<file path="src/core/tmc_pkg.sv">
// Constants and types for the timer channel 0 mode-control block
// Function
// - Timing code holds prepare signal steady
// - Set code drives prepare high on match
// - Clear code drives prepare low on match
// - Toggle code inverts prepare on each match
// - Codes 100/101 force prepare low/high
// - PWM mode0 level from counter versus compare
// - PWM mode1 is the inverse of mode0
// - PWM level changes only on real transitions
// - Prepare active high; polarity bits shape outputs
// - Shadow enable loads compare value on update
// - Fast enable: trigger edge acts as match (PWM modes only; forces the up-count post-match level in both directions)
// - Direction field: output, input, reserved codes
// - Direction field writable only while disabled
// - Input filter needs consecutive equal samples
package tmc_pkg;

    // ==================================================
    // Register map
    localparam logic [7:0] TMC_ADDR_CTL = 8'h18;
    localparam logic [7:0] TMC_ADDR_CV = 8'h40;
    localparam logic [7:0] TMC_ADDR_STAT = 8'h44;
    localparam logic [7:0] TMC_CTL_RESET = 8'h00;
    localparam logic [15:0] TMC_CV_RESET = 16'h0000;
    localparam logic [1:0] TMC_RESP_OKAY = 2'h0;
    localparam logic [1:0] TMC_RESP_SLVERR = 2'h2;

    // ==================================================
    // Field positions in the mode-control and status registers; compare value width
    localparam int TMC_SEL_LSB = 4;
    localparam int TMC_SEL_MSB = 6;
    localparam int TMC_SHADOW_BIT = 3;
    localparam int TMC_FAST_BIT = 2;
    localparam int TMC_DIR_LSB = 0;
    localparam int TMC_DIR_MSB = 1;
    localparam int TMC_FILT_LSB = 4;
    localparam int TMC_FILT_MSB = 7;
    localparam int TMC_CV_W = 16;
    localparam int TMC_STAT_PREP_BIT = 16;
    localparam int TMC_STAT_FILT_BIT = 17;

    // ==================================================
    // Modes
    localparam logic [2:0] TMC_SEL_TIMING = 3'h0;
    localparam logic [2:0] TMC_SEL_SET = 3'h1;
    localparam logic [2:0] TMC_SEL_CLEAR = 3'h2;
    localparam logic [2:0] TMC_SEL_TOGGLE = 3'h3;
    localparam logic [2:0] TMC_SEL_LOW = 3'h4;
    localparam logic [2:0] TMC_SEL_HIGH = 3'h5;
    localparam logic [2:0] TMC_SEL_PWM0 = 3'h6;
    localparam logic [2:0] TMC_SEL_PWM1 = 3'h7;
    localparam logic [1:0] TMC_DIR_OUTPUT = 2'h0;
    localparam logic [1:0] TMC_DIR_INPUT = 2'h1;

    // ==================================================
    // Filter table: consecutive samples and sample divider minus one
    localparam logic [15:0][3:0] TMC_FILT_COUNT = {
        4'h8, 4'h6, 4'h5, 4'h8, 4'h6, 4'h5, 4'h8, 4'h6,
        4'h8, 4'h6, 4'h8, 4'h6, 4'h8, 4'h4, 4'h2, 4'h0};
    localparam logic [15:0][4:0] TMC_FILT_DIV = {
        5'h1f, 5'h1f, 5'h1f, 5'h0f, 5'h0f, 5'h0f, 5'h07, 5'h07,
        5'h03, 5'h03, 5'h01, 5'h01, 5'h00, 5'h00, 5'h00, 5'h00};
    localparam logic [3:0] TMC_FILT_OFF = 4'h0;

    // ==================================================
    // Carriers
    typedef struct packed {
        logic [TMC_CV_W-1:0] counter_value;
        logic count_down;
        logic update_event;
        logic trigger_edge;
        logic channel_enable_bit;
        logic one_shot_select;
        logic output_polarity_bit;
        logic complementary_polarity_bit;
        logic capture_input_line;
    } tmc_timer_in_t;

    typedef struct packed {
        logic compare_prepare_signal;
        logic primary_channel_output;
        logic complementary_channel_output;
        logic filtered_edge_input;
        logic compare_match;
    } tmc_chan_out_t;

endpackage

</file>
<file path="src/core/tmc_channel_ctl.sv">
// Timer channel 0 mode control with AXI4-Lite register access
`timescale 1ns/1ps
module tmc_channel_ctl
    import tmc_pkg::*;
(
    input wire logic clk,
    input wire logic rst_b,
    input wire logic [7:0] s_axi_awaddr,
    input wire logic [2:0] s_axi_awprot,
    input wire logic s_axi_awvalid,
    output logic s_axi_awready,
    input wire logic [31:0] s_axi_wdata,
    input wire logic [3:0] s_axi_wstrb,
    input wire logic s_axi_wvalid,
    output logic s_axi_wready,
    output logic [1:0] s_axi_bresp,
    output logic s_axi_bvalid,
    input wire logic s_axi_bready,
    input wire logic [7:0] s_axi_araddr,
    input wire logic [2:0] s_axi_arprot,
    input wire logic s_axi_arvalid,
    output logic s_axi_arready,
    output logic [31:0] s_axi_rdata,
    output logic [1:0] s_axi_rresp,
    output logic s_axi_rvalid,
    input wire logic s_axi_rready,
    input tmc_timer_in_t timer_in,
    output tmc_chan_out_t chan_out
);

    logic [7:0] ctl_reg;
    logic [TMC_CV_W-1:0] cv_preload_reg;
    logic [TMC_CV_W-1:0] cv_active_reg;
    logic aw_held_reg;
    logic w_held_reg;
    logic [7:0] awaddr_reg;
    logic [31:0] wdata_reg;
    logic [3:0] wstrb_reg;
    logic prepare_reg;
    logic prepare_next;
    logic match_prev_reg;
    logic pwm_prev_reg;
    logic fast_hold_reg;
    logic [2:0] sel;
    logic [1:0] dir;
    logic match;
    logic match_rise;
    logic pwm_level;
    logic pwm_mode;
    logic do_write;
    logic wr_ctl;
    logic wr_cv;
    logic filt_level;
    logic [31:0] rd_word;
    logic rd_hit;

    assign sel = ctl_reg[TMC_SEL_MSB:TMC_SEL_LSB];
    assign dir = ctl_reg[TMC_DIR_MSB:TMC_DIR_LSB];

    // ==================================================
    // Write channel: address and data taken in either order
    assign do_write = aw_held_reg && w_held_reg && !s_axi_bvalid;
    assign wr_ctl = do_write && (awaddr_reg == TMC_ADDR_CTL);
    assign wr_cv = do_write && (awaddr_reg == TMC_ADDR_CV);

    always_ff @(posedge clk or negedge rst_b) begin
        if (!rst_b) begin
            aw_held_reg <= 1'b0;
            awaddr_reg <= 8'h00;
            s_axi_awready <= 1'b0;
        end else if (do_write) begin
            aw_held_reg <= 1'b0;
            s_axi_awready <= 1'b0;
        end else if (s_axi_awvalid && s_axi_awready) begin
            aw_held_reg <= 1'b1;
            awaddr_reg <= s_axi_awaddr;
            s_axi_awready <= 1'b0;
        end else begin
            s_axi_awready <= !aw_held_reg && !s_axi_bvalid;
        end
    end

    always_ff @(posedge clk or negedge rst_b) begin
        if (!rst_b) begin
            w_held_reg <= 1'b0;
            wdata_reg <= 32'h0000_0000;
            wstrb_reg <= 4'h0;
            s_axi_wready <= 1'b0;
        end else if (do_write) begin
            w_held_reg <= 1'b0;
            s_axi_wready <= 1'b0;
        end else if (s_axi_wvalid && s_axi_wready) begin
            w_held_reg <= 1'b1;
            wdata_reg <= s_axi_wdata;
            wstrb_reg <= s_axi_wstrb;
            s_axi_wready <= 1'b0;
        end else begin
            s_axi_wready <= !w_held_reg && !s_axi_bvalid;
        end
    end

    always_ff @(posedge clk or negedge rst_b) begin
        if (!rst_b) begin
            s_axi_bvalid <= 1'b0;
            s_axi_bresp <= TMC_RESP_OKAY;
        end else if (do_write) begin
            s_axi_bvalid <= 1'b1;
            s_axi_bresp <= (wr_ctl || wr_cv) ? TMC_RESP_OKAY : TMC_RESP_SLVERR;
        end else if (s_axi_bready) begin
            s_axi_bvalid <= 1'b0;
        end
    end

    // ==================================================
    // Mode-control register
    always_ff @(posedge clk or negedge rst_b) begin
        if (!rst_b) begin
            ctl_reg <= TMC_CTL_RESET;
        end else if (wr_ctl && wstrb_reg[0]) begin
            ctl_reg[TMC_FILT_MSB:TMC_FILT_LSB + 0] <=
                wdata_reg[TMC_FILT_MSB:TMC_FILT_LSB];
            ctl_reg[TMC_SHADOW_BIT] <= wdata_reg[TMC_SHADOW_BIT];
            ctl_reg[TMC_FAST_BIT] <= wdata_reg[TMC_FAST_BIT];
            if (!timer_in.channel_enable_bit) begin
                ctl_reg[TMC_DIR_MSB:TMC_DIR_LSB] <=
                    wdata_reg[TMC_DIR_MSB:TMC_DIR_LSB];
            end
        end
    end

    // ==================================================
    // Compare value with optional shadow copy
    always_ff @(posedge clk or negedge rst_b) begin
        if (!rst_b) begin
            cv_preload_reg <= TMC_CV_RESET;
        end else if (wr_cv) begin
            if (wstrb_reg[0]) begin
                cv_preload_reg[7:0] <= wdata_reg[7:0];
            end
            if (wstrb_reg[1]) begin
                cv_preload_reg[15:8] <= wdata_reg[15:8];
            end
        end
    end

    always_ff @(posedge clk or negedge rst_b) begin
        if (!rst_b) begin
            cv_active_reg <= TMC_CV_RESET;
        end else if (!ctl_reg[TMC_SHADOW_BIT]
                     || timer_in.update_event) begin
            cv_active_reg <= cv_preload_reg;
        end
    end

    // ==================================================
    // Read channel
    always_comb begin
        rd_word = 32'h0000_0000;
        rd_hit = 1'b1;
        case (s_axi_araddr)
            TMC_ADDR_CTL: rd_word[7:0] = ctl_reg;
            TMC_ADDR_CV: rd_word[TMC_CV_W-1:0] = cv_preload_reg;
            TMC_ADDR_STAT: begin
                rd_word[TMC_CV_W-1:0] = cv_active_reg;
                rd_word[TMC_STAT_PREP_BIT] = prepare_reg;
                rd_word[TMC_STAT_FILT_BIT] = filt_level;
            end
            default: rd_hit = 1'b0;
        endcase
    end

    always_ff @(posedge clk or negedge rst_b) begin
        if (!rst_b) begin
            s_axi_arready <= 1'b0;
            s_axi_rvalid <= 1'b0;
            s_axi_rdata <= 32'h0000_0000;
            s_axi_rresp <= TMC_RESP_OKAY;
        end else if (s_axi_arvalid && s_axi_arready) begin
            s_axi_arready <= 1'b0;
            s_axi_rvalid <= 1'b1;
            s_axi_rdata <= rd_word;
            s_axi_rresp <= rd_hit ? TMC_RESP_OKAY : TMC_RESP_SLVERR;
        end else if (s_axi_rvalid) begin
            if (s_axi_rready) begin
                s_axi_rvalid <= 1'b0;
            end
        end else begin
            s_axi_arready <= 1'b1;
        end
    end

    // ==================================================
    // Compare logic
    assign match = (timer_in.counter_value == cv_active_reg);
    assign match_rise = match && !match_prev_reg;
    assign pwm_mode = (sel == TMC_SEL_PWM0) || (sel == TMC_SEL_PWM1);

    always_comb begin
        if (timer_in.count_down) begin
            pwm_level = !(timer_in.counter_value > cv_active_reg);
        end else begin
            pwm_level = timer_in.counter_value < cv_active_reg;
        end
        if (sel == TMC_SEL_PWM1) begin
            pwm_level = !pwm_level;
        end
    end

    always_ff @(posedge clk or negedge rst_b) begin
        if (!rst_b) begin
            // Start as matched so leaving reset is not a fresh match
            match_prev_reg <= 1'b1;
            pwm_prev_reg <= 1'b0;
        end else begin
            match_prev_reg <= match;
            pwm_prev_reg <= pwm_level;
        end
    end

    // Trigger edge forces the up-count post-match level (PWM0 low, PWM1 high) until the comparison moves
    always_ff @(posedge clk or negedge rst_b) begin
        if (!rst_b) begin
            fast_hold_reg <= 1'b0;
        end else if (pwm_mode && ctl_reg[TMC_FAST_BIT]
                     && timer_in.trigger_edge) begin
            fast_hold_reg <= 1'b1;
        end else if (!pwm_mode || pwm_level != pwm_prev_reg) begin
            fast_hold_reg <= 1'b0;
        end
    end

    always_comb begin
        prepare_next = prepare_reg;
        case (sel)
            TMC_SEL_TIMING: prepare_next = prepare_reg;
            TMC_SEL_SET: begin
                if (match) begin
                    prepare_next = 1'b1;
                end
            end
            TMC_SEL_CLEAR: begin
                if (match) begin
                    prepare_next = 1'b0;
                end
            end
            TMC_SEL_TOGGLE: begin
                if (match_rise) begin
                    prepare_next = !prepare_reg;
                end
            end
            TMC_SEL_LOW: prepare_next = 1'b0;
            TMC_SEL_HIGH: prepare_next = 1'b1;
            TMC_SEL_PWM0, TMC_SEL_PWM1: begin
                if (ctl_reg[TMC_FAST_BIT] && timer_in.trigger_edge) begin
                    prepare_next = (sel == TMC_SEL_PWM1);
                end else if (!fast_hold_reg) begin
                    prepare_next = pwm_level;
                end
            end
            default: prepare_next = prepare_reg;
        endcase
        if (dir != TMC_DIR_OUTPUT) begin
            prepare_next = prepare_reg;
        end
    end

    always_ff @(posedge clk or negedge rst_b) begin
        if (!rst_b) begin
            prepare_reg <= 1'b0;
        end else begin
            prepare_reg <= prepare_next;
        end
    end

    // ==================================================
    // Input filter on the capture line
    tmc_input_filter u_filter (
        .clk(clk),
        .rst_b(rst_b),
        .setting(ctl_reg[TMC_FILT_MSB:TMC_FILT_LSB]),
        .sample_in(timer_in.capture_input_line),
        .level_out(filt_level)
    );

    // ==================================================
    // Registered channel outputs
    always_ff @(posedge clk or negedge rst_b) begin
        if (!rst_b) begin
            chan_out <= '0;
        end else begin
            chan_out.compare_prepare_signal <= prepare_next;
            chan_out.primary_channel_output <= timer_in.channel_enable_bit
                && (dir == TMC_DIR_OUTPUT)
                && (prepare_next ^ timer_in.output_polarity_bit);
            chan_out.complementary_channel_output <=
                timer_in.channel_enable_bit && (dir == TMC_DIR_OUTPUT)
                && (!prepare_next
                    ^ timer_in.complementary_polarity_bit);
            chan_out.filtered_edge_input <=
                (dir == TMC_DIR_INPUT) && filt_level;
            chan_out.compare_match <= (dir == TMC_DIR_OUTPUT) && match_rise;
        end
    end

endmodule

</file>
<file path="src/core/tmc_input_filter.sv">
// Digital input filter for the capture input line
`timescale 1ns/1ps
module tmc_input_filter
    import tmc_pkg::*;
(
    input wire logic clk,
    input wire logic rst_b,
    input wire logic [3:0] setting,
    input wire logic sample_in,
    output logic level_out
);

    logic [4:0] div_reg;
    logic [3:0] run_reg;
    logic strobe;

    assign strobe = (div_reg == 5'h00);

    // ==================================================
    // Sample rate divider
    always_ff @(posedge clk or negedge rst_b) begin
        if (!rst_b) begin
            div_reg <= 5'h00;
        end else if (strobe) begin
            div_reg <= TMC_FILT_DIV[setting];
        end else begin
            div_reg <= div_reg - 5'h01;
        end
    end

    // ==================================================
    // Count consecutive differing samples before taking the level
    always_ff @(posedge clk or negedge rst_b) begin
        if (!rst_b) begin
            run_reg <= 4'h0;
            level_out <= 1'b0;
        end else if (setting == TMC_FILT_OFF) begin
            run_reg <= 4'h0;
            level_out <= sample_in;
        end else if (strobe) begin
            if (sample_in == level_out) begin
                run_reg <= 4'h0;
            end else if (run_reg + 4'h1 >= TMC_FILT_COUNT[setting]) begin
                run_reg <= 4'h0;
                level_out <= sample_in;
            end else begin
                run_reg <= run_reg + 4'h1;
            end
        end
    end

endmodule

</file>
<file path="config.mk">
export PLATFORM = sky130hd
export DESIGN_NAME = tmc_channel_ctl
export DESIGN_NICKNAME = d
export VERILOG_FILES = /design/src/core/tmc_pkg.sv /design/src/core/tmc_channel_ctl.sv /design/src/core/tmc_input_filter.sv
export SDC_FILE = /design/constraint.sdc
export NUM_CORES = 1
export LEC_CHECK = 0
export ABC_AREA = 0
export BUFFER_PORTS_ARGS = -buffer_cell sky130_fd_sc_hd__buf_2
export CORE_AREA = 8 8 112 114
export DETAILED_ROUTE_END_ITERATION = 16
export DIE_AREA = 0 0 120 122
export PLACE_DENSITY = 0.82
export REMOVE_ABC_BUFFERS = 1
export SLEW_MARGIN = 0
export SYNTH_ARGS = -nofsm -noshare
export SYNTH_HDL_FRONTEND = slang
export SYNTH_HIERARCHICAL = 1
export SYNTH_SLANG_ARGS = --single-unit
</file>
<file path="constraint.sdc">
create_clock -name clk -period 2.7 [get_ports clk]
set_input_delay 0.675 -clock clk [delete_from_list [all_inputs] [get_ports clk]]
set_output_delay 0.675 -clock clk [all_outputs]
set_load 0.02 [all_outputs]
</file>
==> results by group <==
Status
  – Run status: complete, no violations

Yosys
  – Synthesized instance count: 517
  – Simple-gate share of the synthesized area: 12.8%
  – Number of synthesized flops with an enable pin: 0
  – Mux contribution to synthesized area: 15.0%
  – Post-synthesis adder-cell area fraction: 6.00%
  – Mapped Area: 0.00563 mm²
  – Sequential fraction of the synthesis area: 49.3%
  – Distinct cells, synth: 62
  – Combinational family with the most area after synthesis: multiplexers
  – XOR/XNOR Fraction of Synth Area: 1.18%
  – Top cells by area, synth: dfrtp_1, mux2_2, ha_1, mux2i_1, mux2_1
  – Largest area contributor in the netlist: dfrtp_1
  – Ys async rst share: 100%
  – Yosys reg bits: 111
  – Predominant post-synthesis flop cell: dfrtp_1
  – Post-synth top area share: 48.9%
  – Yosys Warn Count: 6
  – Synth Area in Compound Gates: 10.1%
  – Synth Area per Inst: 10.9 µm²

Detailed routing
  – Antenna-violating nets left: 0
  – Vias per cell: 5.61
  – Met3 wire len: 948 µm
  – First-pass detailed-route iteration total: 5
  – Metal2 WL: 6740 µm
  – Wl on met1: 5720 µm
  – DR vias: 4313
  – Drt total wl: 13700 µm
  – Number of DRC markers in iteration 0: 230
  – Uppermost routed layer: met4
  – WL/cell: 17.8 µm
  – DRC violations left: 0

Clock network
  – H-tree levels: 3
  – Worst-Skew Late Latency: 0.38 ns
  – TritonCTS Buffers: 9
  – Clk sink count: 111
  – CTS tree: yes
  – Clock Path Buffers: 2
  – CTS Root Buffer Type: clkbuf_8
  – Hold Buf Count CTS: 0
  – Reg clk slew, reported paths: 0.11 ns

Final layout
  – Fillers: 871
  – Final Cell Area: 0.00661 mm²
  – Area Overhead vs Synth: 17.4%
  – Max FFs per register: 18
  – N_diodes: 0
  – Reg with most FFs: s_axi_rdata
  – Multi-input gate area: 0.00269 mm²
  – Nets: 741
  – Reg area: 0.00278 mm²
  – Commonest non-fill, non-tap cell in the layout: dfrtp_1
  – Commonest non-fill, non-tap cells in the layout: dfrtp_1, buf_2, nand2_1
  – Layout cells sized above 1: 29.9%

Timing
  – WHS: 0.270 ns
  – Max Clk Rate: 385 MHz
  – Final setup fails: 0
  – Final clock skew: 0.0164 ns
  – Fin crit period: 2.59 ns
  – Max-slew headroom: 59.9%
  – Final period utilization: 96.1%
  – Hold Fails Final Rpt: 0
  – Worst-Margin Slew: 0.602 ns
  – Max-slew violations: 0
  – Unrepaired setup endpoints after global routing: yes

Die
  – Die Wd: 120 µm
  – Full die area: 0.0146 mm²
  – CORE AREA: 0.0107 mm²
  – Initial cell density of the core: 52.7%
  – Rows: 38
  – Die H: 122 µm
  – IO Pins: 135

Setup path
  – CP Class: register to register
  – Crit path launch: cv_active_reg[10]$_DFFE_PN0P_
  – Setup crit end kind: register
  – CP max stage cell: or4_1
  – Worst flop-to-flop path startpoint: cv_active_reg[10]$_DFFE_PN0P_
  – CP cell instances: inv_1 > ha_4 > nand4_1 > nor4_4 > and2_4 > a311oi_1 > or2_1 > or4_1 > nand3_1
  – Cell family with the largest share of critical-path delay: simple AND/OR/NAND/NOR gates
  – CP peak stage delay: 0.49 ns
  – Critical Path AT: 2.91 ns
  – CP bufs+invs: 1
  – Critical path peak fanout: 5
  – Worst path required time: 3.02 ns
  – Crit start category: register

Place
  – PortBufs: 93
  – Placed Instance Area: 0.00629 mm²
  – Final HPWL DP: 10000 µm
  – Gpl congestion: 0.832

Global routing
  – First-pass GRT wire length: 21700 µm
  – GRT Residual Overflow: 0
  – Global-route usage over all layers: 18.6%
  – Initial antenna violation count: 0
  – Vias in the first global route: 4532
  – Largest net degree at the start of global routing: 45

Pwr
  – Sw Share: 33.4%
  – Power per Cell Area: 703 mW/mm²
  – LEAKAGE: 3.16 nW
  – Logic pwr share: 28.5%
  – Part of the power in registers: 49.8%
  – Design internal power: 3.10 mW
  – Clk network pwr share: 21.7%
  – NetSw: 1.55 mW
  – Max rail drop VDD: 0.521 mV

Hold path
  – Hold Path Class: primary input to async pin

Job
  – Max Cap Viol: 0
==> final timing paths <==
| path | slack, ns | cells past startpoint | end |
|---|---|---|---|
| max | 0.11 | 9 | chan_out[2]$_DFF_PN0_ |
| min | 0.27 | 1 | s_axi_arready$_DFFE_PN0P_ |
| max reg2reg | 0.11 | 9 | chan_out[2]$_DFF_PN0_ |
| min reg2reg | 0.48 | 2 | s_axi_rdata[11]$_DFFE_PN0P_ |
| max in group asynchronous | 1.63 | 2 | ctl_reg[6]$_DFFE_PN0P_ |
| min in group clk | 0.48 | 2 | s_axi_rvalid$_DFF_PN0_ |
==> cells in the mapped netlist, drive strengths merged, types with 2 or more instances <==
library cell / instances
a22o: 2
nor3b: 3
a21o: 2
nand2: 49
nor3: 6
nand2b: 7
nor2b: 2
clkbuf: 15
mux2: 55
and3: 5
dfrtp: 110
nand3: 10
o31ai: 10
or3: 3
mux2i: 22
nor2: 28
a21oi: 26
a31oi: 2
nor4: 3
buf: 21
inv: 28
ha: 27
xor2: 2
and2: 4
nand4: 10
o21ai: 34
xnor2: 3
a211oi: 3
or4: 3
o211ai: 3
==> worst register-to-register path, cell delays in order, from the launching register on <==
cell and delay (ns):
dfrtp_1 0.37, inv_1 0.09, ha_4 0.29, nand4_1 0.20, nor4_4 0.40, and2_4 0.21
a311oi_1 0.10, or2_1 0.30, or4_1 0.49, nand3_1 0.09
==> area by class of cell <==
cell class                      instances  area share (%)
Multi-Input combinational cell        357            40.7
Clock buffer                            9            1.87
Tap cell                              140            2.65
Sequential cell                       111            42.0
Inverter                               28            1.59
Clock inverter                          6            1.08
Timing Repair Buffer                  118            10.1
==> layer usage <==
metal	vias up	global-route usage [%]
li1	2006	-
met1	2119	23.3
met2	171	30.9
met3	17	3.24
met4	0	8.59
met5	-	0
==> kinds of logic after synthesis <==
kind of cell | count (synthesis)
compound gates | 93
flops | 111
simple gates | 138
buf+inv | 64
fa+ha+maj | 27
mux | 77
other cells | 1
xor+xnor | 6
==> timing repair <==
item                       4_1_cts  5_1_grt
setup buffers                    0        4
resized for setup                0       10
setup endpoints to repair        0        3
==> power by group through the flow <==
stage                     clock network (mW)  registers [mW]  logic [mW]
after floorplan                            0            2.32       0.823
after global placement                     0            2.31        1.21
after detailed placement                   0            2.34        1.28
after CTS                               1.03            2.31        1.29
after global routing                    1.10            2.36        1.47
final                                   1.01            2.32        1.32
==> per-stage QoR <==
step | cells | power, mW | TNS [ns] | setup slack [ns] | util (%)
global route | 769 | 4.93 | -0.0138 | -0.0138 | 61.8
finish | 769 | 4.65 | 0 | 0.106 | 61.8
CTS | 765 | 4.62 | 0 | 0.0654 | 60.7
floorplan | 496 | 3.15 | 0 | 0.0459 | -
global placement | 750 | 3.52 | -0.480 | -0.218 | 58.8
detailed placement | 750 | 3.62 | -0.698 | -0.293 | 58.8
(Power assumes the default switching activity.)
